==> config.mk <==
export PLATFORM = sky130hd
export DESIGN_NAME = acs_sequencer
export DESIGN_NICKNAME = d
export VERILOG_FILES = /design/src/hdl/acs_pkg.sv /design/src/hdl/acs_sequencer.sv
export SDC_FILE = /design/constraint.sdc
export NUM_CORES = 1
export LEC_CHECK = 0
export BUFFER_PORTS_ARGS = -buffer_cell sky130_fd_sc_hd__buf_2
export CAP_MARGIN = 10
export CORE_ASPECT_RATIO = 1.25
export CORE_MARGIN = 10
export CORE_UTILIZATION = 28
export DETAILED_ROUTE_END_ITERATION = 16
export PLACE_DENSITY = 0.53
export SLEW_MARGIN = 10
export SYNTH_ARGS = -nofsm -noshare
export SYNTH_HDL_FRONTEND = slang
export SYNTH_SLANG_ARGS = --single-unit
==> constraint.sdc <==
create_clock -name sys_clk -period 3.29 [get_ports sys_clk]
set_input_delay 0.658 -clock sys_clk [delete_from_list [all_inputs] [get_ports sys_clk]]
set_output_delay 0.658 -clock sys_clk [all_outputs]
set_load 0.03 [all_outputs]
==> src/hdl/acs_pkg.sv <==
// package for the core calibration sequencer: register map, fields, timing
package acs_pkg;
  localparam logic [7:0]  ADDR_CFG      = 8'h00;
  localparam logic [7:0]  ADDR_TRIG     = 8'h04;
  localparam logic [7:0]  ADDR_STATUS   = 8'h08;
  localparam logic [7:0]  ADDR_IRQ_STS  = 8'h0C;
  localparam logic [7:0]  ADDR_IRQ_MASK = 8'h10;
  localparam logic [7:0]  ADDR_TRIM0    = 8'h20;
  localparam int          NUM_BANKS     = 6;
  localparam int          NUM_CORES     = 3;
  // cfg fields
  localparam int          CFG_TSEL_BIT  = 0;
  localparam int          CFG_BG_BIT    = 1;
  localparam int          CFG_FGOS_BIT  = 2;
  localparam int          CFG_BGOS_BIT  = 3;
  localparam int          CFG_SINGLE_BIT = 4;
  localparam int          CFG_INSEL_BIT = 5;
  localparam logic [31:0] CFG_RESET     = 32'h0000_0000;
  localparam logic [5:0]  CFG_MASK      = 6'h3F;
  // status fields
  localparam int          ST_FOREGROUND_COMPLETE_FLAG_BIT = 0;
  localparam int          ST_BUSY_BIT    = 1;
  // irq fields
  localparam int          IRQ_FOREGROUND_COMPLETE_FLAG_BIT = 0;
  localparam int          IRQ_SWAP_BIT    = 1;
  localparam int          IRQ_W           = 2;
  // factory trim default (arbitrary neutral value)
  localparam logic [15:0] TRIM_DEFAULT   = 16'h0080;
  localparam logic [11:0] MIDCODE        = 12'h000;
  localparam logic [1:0]  RESP_OKAY      = 2'b00;
  localparam logic [1:0]  RESP_SLVERR    = 2'b10;
  // timing
  localparam int          CLK_HZ         = 25_000_000;
  localparam int          FG_CAL_US      = 100;
  localparam int          FG_CAL_CYC     = FG_CAL_US * (CLK_HZ / 1_000_000);
  localparam int          BG_CAL_US      = 200;
  localparam int          BG_CAL_CYC     = BG_CAL_US * (CLK_HZ / 1_000_000);
  localparam logic [1:0]  CORE_A         = 2'd0;
  localparam logic [1:0]  CORE_B         = 2'd1;
  localparam logic [1:0]  CORE_C         = 2'd2;

  typedef enum logic [2:0] {
    ACS_IDLE = 3'b001,
    ACS_FG   = 3'b010,
    ACS_BG   = 3'b100
  } acs_state_t;

  typedef struct packed {
    logic [11:0] code_a;
    logic [11:0] code_b;
  } acs_sample_t;

  typedef struct packed {
    logic [1:0] core_for_a;
    logic [1:0] core_for_b;
    logic [1:0] core_cal;
  } acs_route_t;
endpackage

==> src/hdl/acs_sequencer.sv <==
// calibration sequencer for three interleaved converter cores, axi4-lite regs
//
// Chosen here: the AXI4-Lite slave port and the address map.
`timescale 1ns/1ns
module acs_sequencer #(
  parameter int FG_CYCLES = acs_pkg::FG_CAL_CYC,
  parameter int BG_CYCLES = acs_pkg::BG_CAL_CYC
) (
  input  wire logic                 sys_clk,
  input  wire logic                 reset,
  input  wire logic [7:0]           s_axi_awaddr,
  input  wire logic                 s_axi_awvalid,
  output logic                      s_axi_awready,
  input  wire logic [31:0]          s_axi_wdata,
  input  wire logic [3:0]           s_axi_wstrb,
  input  wire logic                 s_axi_wvalid,
  output logic                      s_axi_wready,
  output logic [1:0]                s_axi_bresp,
  output logic                      s_axi_bvalid,
  input  wire logic                 s_axi_bready,
  input  wire logic [7:0]           s_axi_araddr,
  input  wire logic                 s_axi_arvalid,
  output logic                      s_axi_arready,
  output logic [31:0]               s_axi_rdata,
  output logic [1:0]                s_axi_rresp,
  output logic                      s_axi_rvalid,
  input  wire logic                 s_axi_rready,
  input  wire logic                 calibration_trigger_pin,
  input  wire acs_pkg::acs_sample_t core_code [acs_pkg::NUM_CORES],
  output acs_pkg::acs_sample_t      sample_out_ff,
  output acs_pkg::acs_route_t       route_ff,
  output logic [acs_pkg::NUM_BANKS-1:0] bank_cal_ff,
  output logic [acs_pkg::NUM_BANKS-1:0] bank_phase_ff,
  output logic                      foreground_offset_correction,
  output logic                      background_offset_correction,
  output logic                      irq
);
  acs_pkg::acs_state_t state_ff;
  logic [31:0] cfg_ff;
  logic        software_calibration_trigger_ff;
  logic        trig_prev_ff;
  logic        foreground_complete_flag_ff;
  logic [acs_pkg::IRQ_W-1:0] irq_sts_ff;
  logic [acs_pkg::IRQ_W-1:0] irq_mask_ff;
  logic [15:0] trim_ff [acs_pkg::NUM_BANKS];
  logic [31:0] cnt_ff;
  logic        aw_hold_ff, w_hold_ff;
  logic [7:0]  awaddr_ff;
  logic [31:0] wdata_ff;
  logic [3:0]  wstrb_ff;
  logic [1:0]  rot_ff;
  logic        boot_ff;

  logic trigger_source_select, background_calibration_enable;
  logic sel_trig, trig_rise, wr_fire, swap_evt, fg_end, wr_ok;
  logic [31:0] nxt_rdata;
  logic [1:0]  nxt_rresp;

  function automatic logic [31:0] merge(input logic [31:0] old,
                                        input logic [31:0] nw,
                                        input logic [3:0] strb);
    for (int i = 0; i < 4; i++) begin
      merge[i*8 +: 8] = strb[i] ? nw[i*8 +: 8] : old[i*8 +: 8];
    end
  endfunction

  function automatic logic is_trim(input logic [7:0] a);
    is_trim = (a >= acs_pkg::ADDR_TRIM0) &&
              (a < acs_pkg::ADDR_TRIM0 + 8'(4 * acs_pkg::NUM_BANKS));
  endfunction

  assign trigger_source_select         = cfg_ff[acs_pkg::CFG_TSEL_BIT];
  assign background_calibration_enable = cfg_ff[acs_pkg::CFG_BG_BIT];
  assign foreground_offset_correction  =
    cfg_ff[acs_pkg::CFG_FGOS_BIT];
  assign background_offset_correction  =
    cfg_ff[acs_pkg::CFG_BGOS_BIT];

  // select pin or soft bit; soft bit is a level held by software
  assign sel_trig  = trigger_source_select ?
                     calibration_trigger_pin :
                     software_calibration_trigger_ff;
  assign trig_rise = sel_trig && !trig_prev_ff;

  // ---------------- axi4-lite write channel ----------------
  assign s_axi_awready = !aw_hold_ff && !s_axi_bvalid;
  assign s_axi_wready  = !w_hold_ff && !s_axi_bvalid;
  assign wr_fire       = aw_hold_ff && w_hold_ff && !s_axi_bvalid;
  assign wr_ok = (awaddr_ff == acs_pkg::ADDR_CFG) ||
                 (awaddr_ff == acs_pkg::ADDR_TRIG) ||
                 (awaddr_ff == acs_pkg::ADDR_STATUS) ||
                 (awaddr_ff == acs_pkg::ADDR_IRQ_STS) ||
                 (awaddr_ff == acs_pkg::ADDR_IRQ_MASK) ||
                 is_trim(awaddr_ff);

  always_ff @(posedge sys_clk) begin
    if (reset) begin
      aw_hold_ff   <= 1'b0;
      w_hold_ff    <= 1'b0;
      awaddr_ff    <= 8'h00;
      wdata_ff     <= 32'h0000_0000;
      wstrb_ff     <= 4'h0;
      s_axi_bvalid <= 1'b0;
      s_axi_bresp  <= acs_pkg::RESP_OKAY;
    end else begin
      if (s_axi_awvalid && s_axi_awready) begin
        aw_hold_ff <= 1'b1;
        awaddr_ff  <= s_axi_awaddr;
      end
      if (s_axi_wvalid && s_axi_wready) begin
        w_hold_ff <= 1'b1;
        wdata_ff  <= s_axi_wdata;
        wstrb_ff  <= s_axi_wstrb;
      end
      if (wr_fire) begin
        aw_hold_ff   <= 1'b0;
        w_hold_ff    <= 1'b0;
        s_axi_bvalid <= 1'b1;
        s_axi_bresp  <= wr_ok ? acs_pkg::RESP_OKAY : acs_pkg::RESP_SLVERR;
      end else if (s_axi_bready) begin
        s_axi_bvalid <= 1'b0;
      end
    end
  end

  // configuration and soft trigger
  always_ff @(posedge sys_clk) begin
    if (reset) begin
      cfg_ff                          <= acs_pkg::CFG_RESET;
      software_calibration_trigger_ff <= 1'b0;
      irq_mask_ff                     <= '0;
    end else if (wr_fire) begin
      unique case (awaddr_ff)
        acs_pkg::ADDR_CFG:
          cfg_ff <= merge(cfg_ff, wdata_ff, wstrb_ff) &
                    {26'h000_0000, acs_pkg::CFG_MASK};
        acs_pkg::ADDR_TRIG:
          if (wstrb_ff[0]) begin
            software_calibration_trigger_ff <= wdata_ff[0];
          end
        acs_pkg::ADDR_IRQ_MASK:
          if (wstrb_ff[0]) begin
            irq_mask_ff <= wdata_ff[acs_pkg::IRQ_W-1:0];
          end
        default: ;
      endcase
    end
  end

  // trims: factory defaults, host adjustable
  generate
    for (genvar g = 0; g < acs_pkg::NUM_BANKS; g++) begin : g_trim
      always_ff @(posedge sys_clk) begin
        if (reset) begin
          trim_ff[g] <= acs_pkg::TRIM_DEFAULT;
        end else if (wr_fire &&
                     awaddr_ff == acs_pkg::ADDR_TRIM0 + 8'(4 * g)) begin
          trim_ff[g] <= 16'(merge({16'h0000, trim_ff[g]}, wdata_ff,
                                  wstrb_ff));
        end
      end
    end
  endgenerate

  // ---------------- axi4-lite read channel ----------------
  assign s_axi_arready = !s_axi_rvalid;

  always_comb begin
    nxt_rresp = acs_pkg::RESP_OKAY;
    nxt_rdata = 32'h0000_0000;
    if (is_trim(s_axi_araddr)) begin
      nxt_rdata = {16'h0000,
                   trim_ff[3'((s_axi_araddr - acs_pkg::ADDR_TRIM0) >> 2)]};
    end else begin
      unique case (s_axi_araddr)
        acs_pkg::ADDR_CFG:      nxt_rdata = cfg_ff;
        acs_pkg::ADDR_TRIG:
          nxt_rdata = {31'h0000_0000, software_calibration_trigger_ff};
        acs_pkg::ADDR_STATUS: begin
          nxt_rdata[acs_pkg::ST_FOREGROUND_COMPLETE_FLAG_BIT] = foreground_complete_flag_ff;
          nxt_rdata[acs_pkg::ST_BUSY_BIT]    = state_ff == acs_pkg::ACS_FG;
        end
        acs_pkg::ADDR_IRQ_STS:  nxt_rdata = {30'h0000_0000, irq_sts_ff};
        acs_pkg::ADDR_IRQ_MASK: nxt_rdata = {30'h0000_0000, irq_mask_ff};
        default:                nxt_rresp = acs_pkg::RESP_SLVERR;
      endcase
    end
  end

  always_ff @(posedge sys_clk) begin
    if (reset) begin
      s_axi_rvalid <= 1'b0;
      s_axi_rdata  <= 32'h0000_0000;
      s_axi_rresp  <= acs_pkg::RESP_OKAY;
    end else if (s_axi_arvalid && s_axi_arready) begin
      s_axi_rvalid <= 1'b1;
      s_axi_rdata  <= nxt_rdata;
      s_axi_rresp  <= nxt_rresp;
    end else if (s_axi_rready) begin
      s_axi_rvalid <= 1'b0;
    end
  end

  // ---------------- calibration sequencer ----------------
  assign fg_end   = state_ff == acs_pkg::ACS_FG &&
                    cnt_ff == 32'(FG_CYCLES - 1);
  assign swap_evt = state_ff == acs_pkg::ACS_BG &&
                    cnt_ff == 32'(BG_CYCLES - 1);

  always_ff @(posedge sys_clk) begin
    if (reset) begin
      state_ff     <= acs_pkg::ACS_IDLE;
      cnt_ff       <= 32'h0000_0000;
      trig_prev_ff <= 1'b0;
      boot_ff      <= 1'b1;
    end else begin
      trig_prev_ff <= sel_trig;
      boot_ff      <= 1'b0;
      unique case (state_ff)
        acs_pkg::ACS_IDLE: begin
          cnt_ff <= 32'h0000_0000;
          if (boot_ff) begin
            state_ff <= acs_pkg::ACS_FG;
          end else if (background_calibration_enable) begin
            state_ff <= acs_pkg::ACS_BG;
          end else if (trig_rise) begin
            state_ff <= acs_pkg::ACS_FG;
          end
        end
        acs_pkg::ACS_FG: begin
          // edges seen here are ignored
          cnt_ff <= cnt_ff + 32'h0000_0001;
          if (fg_end) begin
            state_ff <= acs_pkg::ACS_IDLE;
          end
        end
        acs_pkg::ACS_BG: begin
          cnt_ff <= swap_evt ? 32'h0000_0000 : cnt_ff + 32'h0000_0001;
          if (!background_calibration_enable) begin
            state_ff <= acs_pkg::ACS_IDLE;
          end
        end
      endcase
    end
  end

  // background rotation: core being calibrated steps C -> A -> B -> C
  always_ff @(posedge sys_clk) begin
    if (reset || state_ff != acs_pkg::ACS_BG) begin
      rot_ff <= acs_pkg::CORE_C;
    end else if (swap_evt) begin
      rot_ff <= (rot_ff == acs_pkg::CORE_C) ? acs_pkg::CORE_A :
                (rot_ff == acs_pkg::CORE_A) ? acs_pkg::CORE_B :
                                              acs_pkg::CORE_C;
    end
  end

  // routing of cores to outputs
  always_ff @(posedge sys_clk) begin
    if (reset) begin
      route_ff <= '{acs_pkg::CORE_A, acs_pkg::CORE_B, acs_pkg::CORE_C};
    end else if (state_ff == acs_pkg::ACS_BG) begin
      // spare takes over the slot of the core under calibration
      route_ff.core_cal   <= rot_ff;
      route_ff.core_for_a <= (rot_ff == acs_pkg::CORE_A) ?
                             acs_pkg::CORE_C : acs_pkg::CORE_A;
      route_ff.core_for_b <= (rot_ff == acs_pkg::CORE_B) ?
                             acs_pkg::CORE_C : acs_pkg::CORE_B;
    end else begin
      route_ff <= '{acs_pkg::CORE_A, acs_pkg::CORE_B, acs_pkg::CORE_C};
    end
  end

  // per-bank calibration state and alternating sample phase
  generate
    for (genvar b = 0; b < acs_pkg::NUM_BANKS; b++) begin : g_bank
      always_ff @(posedge sys_clk) begin
        if (reset) begin
          bank_cal_ff[b]   <= 1'b0;
          bank_phase_ff[b] <= 1'(b % 2);
        end else begin
          bank_cal_ff[b] <= (state_ff == acs_pkg::ACS_FG && b / 2 != 2) ||
                            (state_ff == acs_pkg::ACS_BG &&
                             route_ff.core_cal == 2'(b / 2));
          bank_phase_ff[b] <= ~bank_phase_ff[b];
        end
      end
    end
  endgenerate

  // output samples
  always_ff @(posedge sys_clk) begin
    if (reset || state_ff == acs_pkg::ACS_FG) begin
      sample_out_ff <= '{acs_pkg::MIDCODE, acs_pkg::MIDCODE};
    end else if (cfg_ff[acs_pkg::CFG_SINGLE_BIT]) begin
      // both cores digitise the selected input, interleaved
      sample_out_ff.code_a <= cfg_ff[acs_pkg::CFG_INSEL_BIT] ?
                              core_code[route_ff.core_for_a].code_b :
                              core_code[route_ff.core_for_a].code_a;
      sample_out_ff.code_b <= cfg_ff[acs_pkg::CFG_INSEL_BIT] ?
                              core_code[route_ff.core_for_b].code_b :
                              core_code[route_ff.core_for_b].code_a;
    end else begin
      sample_out_ff.code_a <= core_code[route_ff.core_for_a].code_a;
      sample_out_ff.code_b <= core_code[route_ff.core_for_b].code_b;
    end
  end

  // done flag and interrupts; set wins over clear
  always_ff @(posedge sys_clk) begin
    if (reset) begin
      foreground_complete_flag_ff <= 1'b0;
      irq_sts_ff                  <= '0;
    end else begin
      if (fg_end) begin
        foreground_complete_flag_ff <= 1'b1;
      end else if (trig_rise && state_ff == acs_pkg::ACS_IDLE) begin
        foreground_complete_flag_ff <= 1'b0;
      end
      irq_sts_ff <= (irq_sts_ff &
                     ~((wr_fire && awaddr_ff == acs_pkg::ADDR_IRQ_STS &&
                        wstrb_ff[0]) ? wdata_ff[acs_pkg::IRQ_W-1:0] : '0)) |
                    {swap_evt, fg_end};
    end
  end

  assign irq = |(irq_sts_ff & irq_mask_ff);

  // ---------------- assertions ----------------
  a_mid_code_fg: assert property (
    @(posedge sys_clk) disable iff (reset)
    $past(state_ff == acs_pkg::ACS_FG) |-> sample_out_ff == '0)
    else $error("output not midcode during foreground cal");
  a_boot_cal: assert property (
    @(posedge sys_clk)
    $fell(reset) |-> ##1 state_ff == acs_pkg::ACS_FG)
    else $error("no foreground cal after reset");
  a_trig_start: assert property (
    @(posedge sys_clk) disable iff (reset)
    state_ff == acs_pkg::ACS_IDLE && !boot_ff && !background_calibration_enable
    && trig_rise |=> state_ff == acs_pkg::ACS_FG)
    else $error("trigger edge did not start cal");
  a_bg_enter: assert property (
    @(posedge sys_clk) disable iff (reset)
    state_ff == acs_pkg::ACS_IDLE && !boot_ff && background_calibration_enable
    |=> state_ff == acs_pkg::ACS_BG)
    else $error("background enable not honoured");
  a_done_flag: assert property (
    @(posedge sys_clk) disable iff (reset)
    fg_end |=> foreground_complete_flag_ff && state_ff == acs_pkg::ACS_IDLE)
    else $error("done flag not set at end of cal");
  a_fg_stays: assert property (
    @(posedge sys_clk) disable iff (reset)
    state_ff == acs_pkg::ACS_FG && !fg_end |=> state_ff == acs_pkg::ACS_FG)
    else $error("foreground cal cut short");
  a_rotate_order: assert property (
    @(posedge sys_clk) disable iff (reset)
    swap_evt && rot_ff == acs_pkg::CORE_C && background_calibration_enable
    |=> rot_ff == acs_pkg::CORE_A)
    else $error("rotation order broken");
  a_spare_sub: assert property (
    @(posedge sys_clk) disable iff (reset)
    state_ff == acs_pkg::ACS_BG && rot_ff == acs_pkg::CORE_A
    |=> route_ff.core_for_a == acs_pkg::CORE_C)
    else $error("spare not substituted for core a");
  a_irq_fg_set: assert property (
    @(posedge sys_clk) disable iff (reset)
    $rose(irq_sts_ff[acs_pkg::IRQ_FOREGROUND_COMPLETE_FLAG_BIT]) |-> $past(fg_end))
    else $error("done interrupt set without end of cal");

  c_boot_done: cover property (@(posedge sys_clk) fg_end);
  c_bg_swap:   cover property (@(posedge sys_clk) swap_evt);
  c_irq:       cover property (@(posedge sys_clk) irq);
endmodule

Word level (Yosys, flattened, before mapping)
Memories as Yosys holds them, arrays and structs flattened.
Cells that the tools add are included.
{"block": "word_totals", "register_bits": 156, "wordCells": 251, "ramBits": 96, "out_inout_bits": 86, "in_bits": 132, "mem_count": 1}
{"block": "classes", "reduce_logical": 65, "order_cmp": 6, "bitwise": 25, "muxes": 79, "n_eq_ne": 39, "n_addsub": 2}
{"memory": "trim_ff", "depth": 6, "word_bits": 16, "read_ports": 1, "rd_clocked_by_memory_dff": 0, "write_ports": 6, "line": "acs_sequencer.sv:45", "rtl": "logic [15:0] trim_ff [acs_pkg::NUM_BANKS];"}
{"op": "8-bit two-way mux", "n": 24}
{"op": "24-bit two-way mux", "n": 5}
{"op": "24-bit binary-select mux with 2-bit select", "n": 2}
{"op": "32-bit one-hot mux with 3 select lines", "n": 1}
{"op": "8-bit by 6-bit equality test with 1-bit output, second input constant", "n": 6}
{"op": "32-bit by 1-bit adder with 32-bit output, second input constant", "n": 1}
{"op": "32-bit by 12-bit equality test with 1-bit output, second input constant", "n": 1}
{"op": "32-bit by 13-bit equality test with 1-bit output, second input constant", "n": 1}
{"op": "8-bit by 4-bit equality test with 1-bit output, second input constant", "n": 4}
{"op": "32-bit two-way mux", "n": 1}
{"op": "1-bit two-way mux", "n": 27}
{"op": "1-bit logical AND", "n": 24}
{"op": "12-bit two-way mux", "n": 2}
{"op": "2-bit AND reduction", "n": 12}
{"op": "8-bit by 3-bit equality test with 1-bit output, second input constant", "n": 2}
{"op": "8-bit by 5-bit equality test with 1-bit output, second input constant", "n": 2}
{"op": "8-bit by 6-bit >= comparator with 1-bit output, second input constant", "n": 2}
{"op": "8-bit zero test", "n": 2}
{"op": "8-bit by 6-bit < comparator with 1-bit output, second input constant", "n": 2}
{"op": "16-bit two-way mux", "n": 1}
{"op": "2-bit two-way mux", "n": 8}
{"op": "3-bit two-way mux", "n": 5}
{"op": "1-bit inequality test, second input constant", "n": 12}
{"op": "1-bit OR", "n": 12}
{"op": "other kinds (25)", "n": 57}

Longest topological paths before layout
Gate-level depths: netlist of the first run.
{"block": "depth", "ltp_word": 8, "mapped_depth": 7}

Worst setup path after synthesis of the first run
OpenSTA, ideal clock, no wires.
{"block": "synth_timing", "kind": "register -> register", "startpoint": "register s_axi_bvalid", "endpoint": "memory trim_ff[0][10], enable pin", "t_required_ps": 2906, "slack_ps": 949, "setup_time_ps": 384, "path_stages_with_launch": 6, "arrival_time_ps": 1956, "period_less_slack_ps": 2341, "path_cell_list": "dfxtp_1 > clkbuf_1 > nand3b_1 > nor3_2 > nand2_1 > o21ai_0"}
{"element": "start, declared", "line": "acs_sequencer.sv:19", "rtl": "output logic s_axi_bvalid,"}
{"element": "start signal, assigned", "line": "acs_sequencer.sv:103", "rtl": "s_axi_bvalid <= 1'b0;"}
{"element": "start signal, assigned", "line": "acs_sequencer.sv:118", "rtl": "s_axi_bvalid <= 1'b1;"}
{"element": "start signal, assigned", "line": "acs_sequencer.sv:121", "rtl": "s_axi_bvalid <= 1'b0;"}
{"element": "end, declared", "line": "acs_sequencer.sv:45"}

Worst setup path in the final report of the first run
{"block": "layout_timing", "startpoint": "register route_ff[3] (netlist name)", "endpoint": "output route_ff[3] (netlist name)"}
{"element": "start, declared", "line": "acs_sequencer.sv:31", "rtl": "output acs_pkg::acs_route_t route_ff,"}
{"element": "start signal, assigned", "line": "acs_sequencer.sv:261", "rtl": "route_ff <= '{acs_pkg::CORE_A, acs_pkg::CORE_B, acs_pkg::CORE_C};"}
{"element": "start signal, assigned", "line": "acs_sequencer.sv:270", "rtl": "route_ff <= '{acs_pkg::CORE_A, acs_pkg::CORE_B, acs_pkg::CORE_C};"}
No word-level cell between the ends.

==> results.json, run 1 <==
{
  "grt_max_degree": 53,
  "async_flop_share_pct": 0,
  "post-synth-top-area-fraction_pct": 27.3,
  "yosys.area.top_type": "edfxtp_1",
  "postCtsSetupBuffers": 0,
  "status": "finished, final reports clean",
  "grt_use_total_pct": 11.7,
  "layout_min_cycle_time_ps": 2430,
  "leakagePower_nw": 4.84,
  "synth_ff_type": "dfxtp_1",
  "drt.antenna.violating_nets": 0,
  "clkSinkCount": 233,
  "antenna_found_initial": 1,
  "routed_wl_mm": 27.8,
  "setup_violations": 0,
  "grt_pass1_vias": 7769,
  "syn_to_final_growth_pct": 20.6,
  "worstPathCellList": "buf_2",
  "dr.pass1.iters": 4,
  "total_power_mw": 6.49,
  "cp_top_family": "flip-flops",
  "yosys-top-cells-count": "dfxtp_1 (137), nor2_1 (115), and2_1 (107), edfxtp_1 (96)",
  "start_util_pct": 28.3,
  "cp-end-kind": "output port",
  "synth_most_common_cell": "dfxtp_1",
  "overflow": 0,
  "gp_congestion": 0.769,
  "tns_ps": 0,
  "pre_cts_ws_ps": 678,
  "clock_skew_ps": 25.5,
  "placed_area_um2": 11900,
  "cts-htree-levels": 1,
  "cp_slowest_cell": "dfxtp_1",
  "power_density_nw_per_um2": 510,
  "worstSkewPairLatency_ps": 560,
  "synthTopCellsByArea": "edfxtp_1 (27%), dfxtp_1 (26%), mux4_2 (8.7%), and2_1 (6.3%), nor2_1 (4.1%)",
  "synth_cell_types": 59,
  "stdcell_area_um2": 12700,
  "avgViaCountPerCell": 4.56,
  "die-area_um2": 45900,
  "path_class": "register to output port",
  "avgSynthCellArea_um2": 10.9,
  "drive_gt1_share_pct": 25.4,
  "cts_inserted_buffers": 26,
  "cts_resized": 0,
  "num_io_pins": 218,
  "std_cell_rows": 79,
  "die_w_um": 194,
  "hpwl_mm": 21.1,
  "cap_violations": 0,
  "core_area_um2": 37300,
  "crit_buf_inv": 1,
  "cp_max_fo": 14,
  "fmax_mhz": 411,
  "slew_headroom_pct": 43.0,
  "die_y_um": 237,
  "synth-edff-count": 96,
  "cts-hold-fix-buffers": 0,
  "dr_total_vias": 7528,
  "worst_pin_slew_ps": 854,
  "rsz0062_at_grt": "no",
  "finalCritPeriodShare_pct": 74.0,
  "drt-initial-drc-count": 319,
  "drc_errors": 0,
  "routedWlPerCell_um": 16.8,
  "path_clk_slew_ps": 60,
  "holdCritPathClass": "primary input to register",
  "ir_drop_uv": 335,
  "clockBufferDepth": 3,
  "nets": 1277,
  "finalHoldViolCount": 0,
  "maxSlewViolCount": 0,
  "cts_tree": "yes",
  "yosys_warnings": 0,
  "synthCells": 972,
  "start_kind": "register",
  "layout_setup_ws_ps": 857,
  "crit_required_ps": 2630,
  "cts-root-buf": "clkbuf_16",
  "syn-cell-area_um2": 10600,
  "ys_seq_area_share_pct": 53.3,
  "grt_pass1_wl_mm": 44.0,
  "io_buffers": 180,
  "timing.hold.ws_ps": 280,
  "ys_ff_latch": 233,
  "worstPathArrival_ps": 1780,
  "worst_path_largest_cell_delay_ps": 870
}
[layout make-up]
type,count,area [µm²]
well taps,486,608
fillers,3797,24500
repair buffers,203,1080
inverters,9,33.8
flip-flops and latches,233,5630
diodes,2,5.00
multi-input cells,671,4570
clock buffers,36,728
clock inverters,12,91.3
[stage by stage]
stage	utilization, %	instances
2_1_floorplan	-	990
3_3_place_gp	32.0	1602
3_5_place_dp	32.0	1602
4_1_cts	34.2	1650
5_1_grt	34.2	1651
6_report	34.2	1652
[kinds of logic after synthesis]
family                   share of synthesized area (%)
AND/OR/NAND/NOR                                   20.8
flip-flops                                        53.3
AO/OA/AOI/OAI                                     7.06
buffers and inverters                             4.17
multiplexers                                      12.6
XOR/XNOR                                          1.91
adder cells (fa/ha/maj)                          0.118
other                                           0.0355
[final timing paths]
path | startpoint | to | slack (ps) | depth (start not counted)
max | route_ff[3] | route_ff[3] | 860 | 1
max reg2reg | cnt_ff[0] | cnt_ff[7] | 1080 | 7
min reg2reg | bank_phase_ff[3] | bank_phase_ff[3] | 380 | 1
min | s_axi_rready | s_axi_rvalid | 280 | 2
[registers in the layout, indices dropped and copies added (netlist names), 5 cells and up]
name           flops
sample_out_ff     24
bank_phase_ff      6
awaddr_ff          8
cnt_ff            32
wdata_ff          16
s_axi_rdata       16
trim_ff           96
route_ff           5
cfg_ff             6
[where the power goes]
group | total [mW] | switching (mW) | internal (mW)
clock network | 2.77 | 1.22 | 1.56
registers | 3.17 | 0.0694 | 3.10
logic | 0.552 | 0.342 | 0.210
[cells in the final DEF, fill, tap and decap left out, drive strengths merged, types with 4 or more instances in the layout]
cell	n
buf	203
dfxtp	137
nor2	116
and2	107
edfxtp	96
nand2	71
a21oi	71
mux2i	41
mux4	41
clkbuf	36
nand3	25
o21ai	25
nor3	23
conb	19
xor2	16
or3	14
nand4	14
a22oi	13
inv	10
nand2b	8
and4	8
clkinv	8
xnor2	7
nor4	7
nor2b	6
a222oi	4
nor3b	4
[routing by layer]
| layer | wire length [µm] | part of all wire [%] | global-route usage, % |
|---|---|---|---|
| met5 | 0 | 0 | 0 |
| met4 | 633 | 2.3 | 4.02 |
| met3 | 1290 | 4.6 | 2.19 |
| met2 | 14100 | 51 | 20.5 |
| met1 | 11800 | 42 | 13.9 |
[worst reg2reg max path, stage by stage (launching register included)]
cell	delay [ps]
dfxtp_1	380
ha_1	240
nor4b_1	300
nand3_1	180
nor3_2	390
a2bb2oi_2	160
buf_4	350
nor2_1	100
Power figures use the tool's default switching activity.
==> run 2, diff against run 1 <==
- PLACE_DENSITY: 0.53 -> 0.55
- clock period: 3.29 -> 2.1 ns (I/O delays scaled with it)
==> results.json, run 2 (synthesized netlist as in run 1, its figures left out) <==
{
  "status": "finished, final reports clean",
  "worst_pin_slew_ps": 759,
  "start_util_pct": 28.3,
  "diodes": 0,
  "fin_util_pct": 35.1,
  "grt_pass1_vias": 7915,
  "core_area_um2": 37300,
  "ir_drop_uv": 484,
  "worstPathArrival_ps": 2170,
  "dp.cells": 1631,
  "cts-root-buf": "clkbuf_16",
  "slew_headroom_pct": 49.2,
  "finalCritPeriodShare_pct": 92.0,
  "cp-end-kind": "register",
  "drive_gt1_share_pct": 27.9,
  "overflow": 0,
  "die_w_um": 194,
  "cts-hold-fix-buffers": 0,
  "cts_inserted_buffers": 26,
  "fin_cells": 1679,
  "dr_total_vias": 7667,
  "clockBufferDepth": 3,
  "nets": 1306,
  "finalHoldViolCount": 0,
  "gp_congestion": 0.782,
  "final_cell_mix": "buf_2 (179), dfxtp_1 (137), nor2_1 (114)",
  "drc_errors": 0,
  "drt.antenna.violating_nets": 0,
  "routed_wl_mm": 27.6,
  "cap_violations": 0,
  "power_density_nw_per_um2": 789,
  "start_kind": "register",
  "drt-initial-drc-count": 263,
  "fillerInstances": 3731,
  "rsz0062_at_grt": "no",
  "grt_pass1_wl_mm": 44.0,
  "grt_use_total_pct": 11.7,
  "largest_registers": "trim_ff (96), cnt_ff (32), sample_out_ff (24)",
  "holdCritPathClass": "primary input to register",
  "cts-htree-levels": 1,
  "clkSinkCount": 233,
  "path_clk_slew_ps": 60,
  "leakagePower_nw": 5.02,
  "clock_skew_ps": 27.3,
  "max_flop_register": "trim_ff",
  "timing.hold.ws_ps": 49.5,
  "io_buffers": 180,
  "path_class": "register to register",
  "layout_min_cycle_time_ps": 1930,
  "hold_start": "s_axi_rready",
  "cp_max_fo": 10,
  "die_y_um": 237,
  "routedWlPerCell_um": 16.4,
  "grt_max_degree": 33,
  "layout_commonest_cell": "buf_2",
  "largest_reg_flops": 96,
  "num_io_pins": 218,
  "crit_required_ps": 2340,
  "avgViaCountPerCell": 4.57,
  "layout_setup_ws_ps": 169,
  "maxSlewViolCount": 0,
  "setup_violations": 0,
  "reg2reg_from": "awaddr_ff[1]",
  "dr.pass1.iters": 4,
  "antenna_found_initial": 0,
  "pre_cts_ws_ps": 103,
  "crit_path_start": "awaddr_ff[1]",
  "worstSkewPairLatency_ps": 550,
  "hpwl_mm": 21.5,
  "syn_to_final_growth_pct": 23.9,
  "cts_tree": "yes",
  "r2r_slack_ps": 170,
  "die-area_um2": 45900,
  "std_cell_rows": 79,
  "fmax_mhz": 518
}
==> run 2: final timing paths <==
path	to	depth (start not counted)
worst max-delay path	trim_ff[0][10]	5
worst min-delay path	s_axi_rvalid	2
worst max register to register	trim_ff[0][10]	5
worst min register to register	bank_phase_ff[3]	1
==> run 2: where the power goes <==
part | internal [mW] | switching [mW] | total (mW)
clock | 2.54 | 1.92 | 4.46
combinational | 0.359 | 0.549 | 0.908
sequential | 4.85 | 0.100 | 4.95
==> run 2: metrics by stage <==
| stage | setup TNS, ps | area (µm²) | power, mW |
|---|---|---|---|
| 2_1_floorplan | -4020 | 10600 | 5.61 |
| 3_3_place_gp | 0 | 12200 | 5.96 |
| 3_5_place_dp | 0 | 12200 | 5.98 |
| 4_1_cts | 0 | 13100 | 10.5 |
| 5_1_grt | 0 | 13100 | 10.7 |
| 6_report | 0 | 13100 | 10.3 |
==> run 2: area by class of cell <==
type	instances	area [µm²]	share of cell area (%)
clock buffer	28	658	5.03
clock inverter	20	193	1.47
inverter	9	33.8	0.258
multi-input combinational	671	4590	35.1
sequential	233	5630	43.0
tap	486	608	4.65
timing repair buffer	232	1370	10.5
==> run 2: metal layers <==
metal,vias up,global-route usage [%],routed length [µm]
met2,142,21.5,14600
met5,-,0,0
met4,0,3.93,666
met1,3639,13.4,11300
met3,39,1.81,973
li1,3847,-,-
==> run 2: critical path: stages, from the launching register on <==
cell and delay [ps]:
dfxtp_1 310, or2_1 290, nor3_2 260, nand2_1 330
o21ai_2 230, buf_4 190
==> run 2: repair_timing <==
action	CTS	global route
resized for setup	0	1
setup buffers	0	0
setup endpoints to repair	0	1
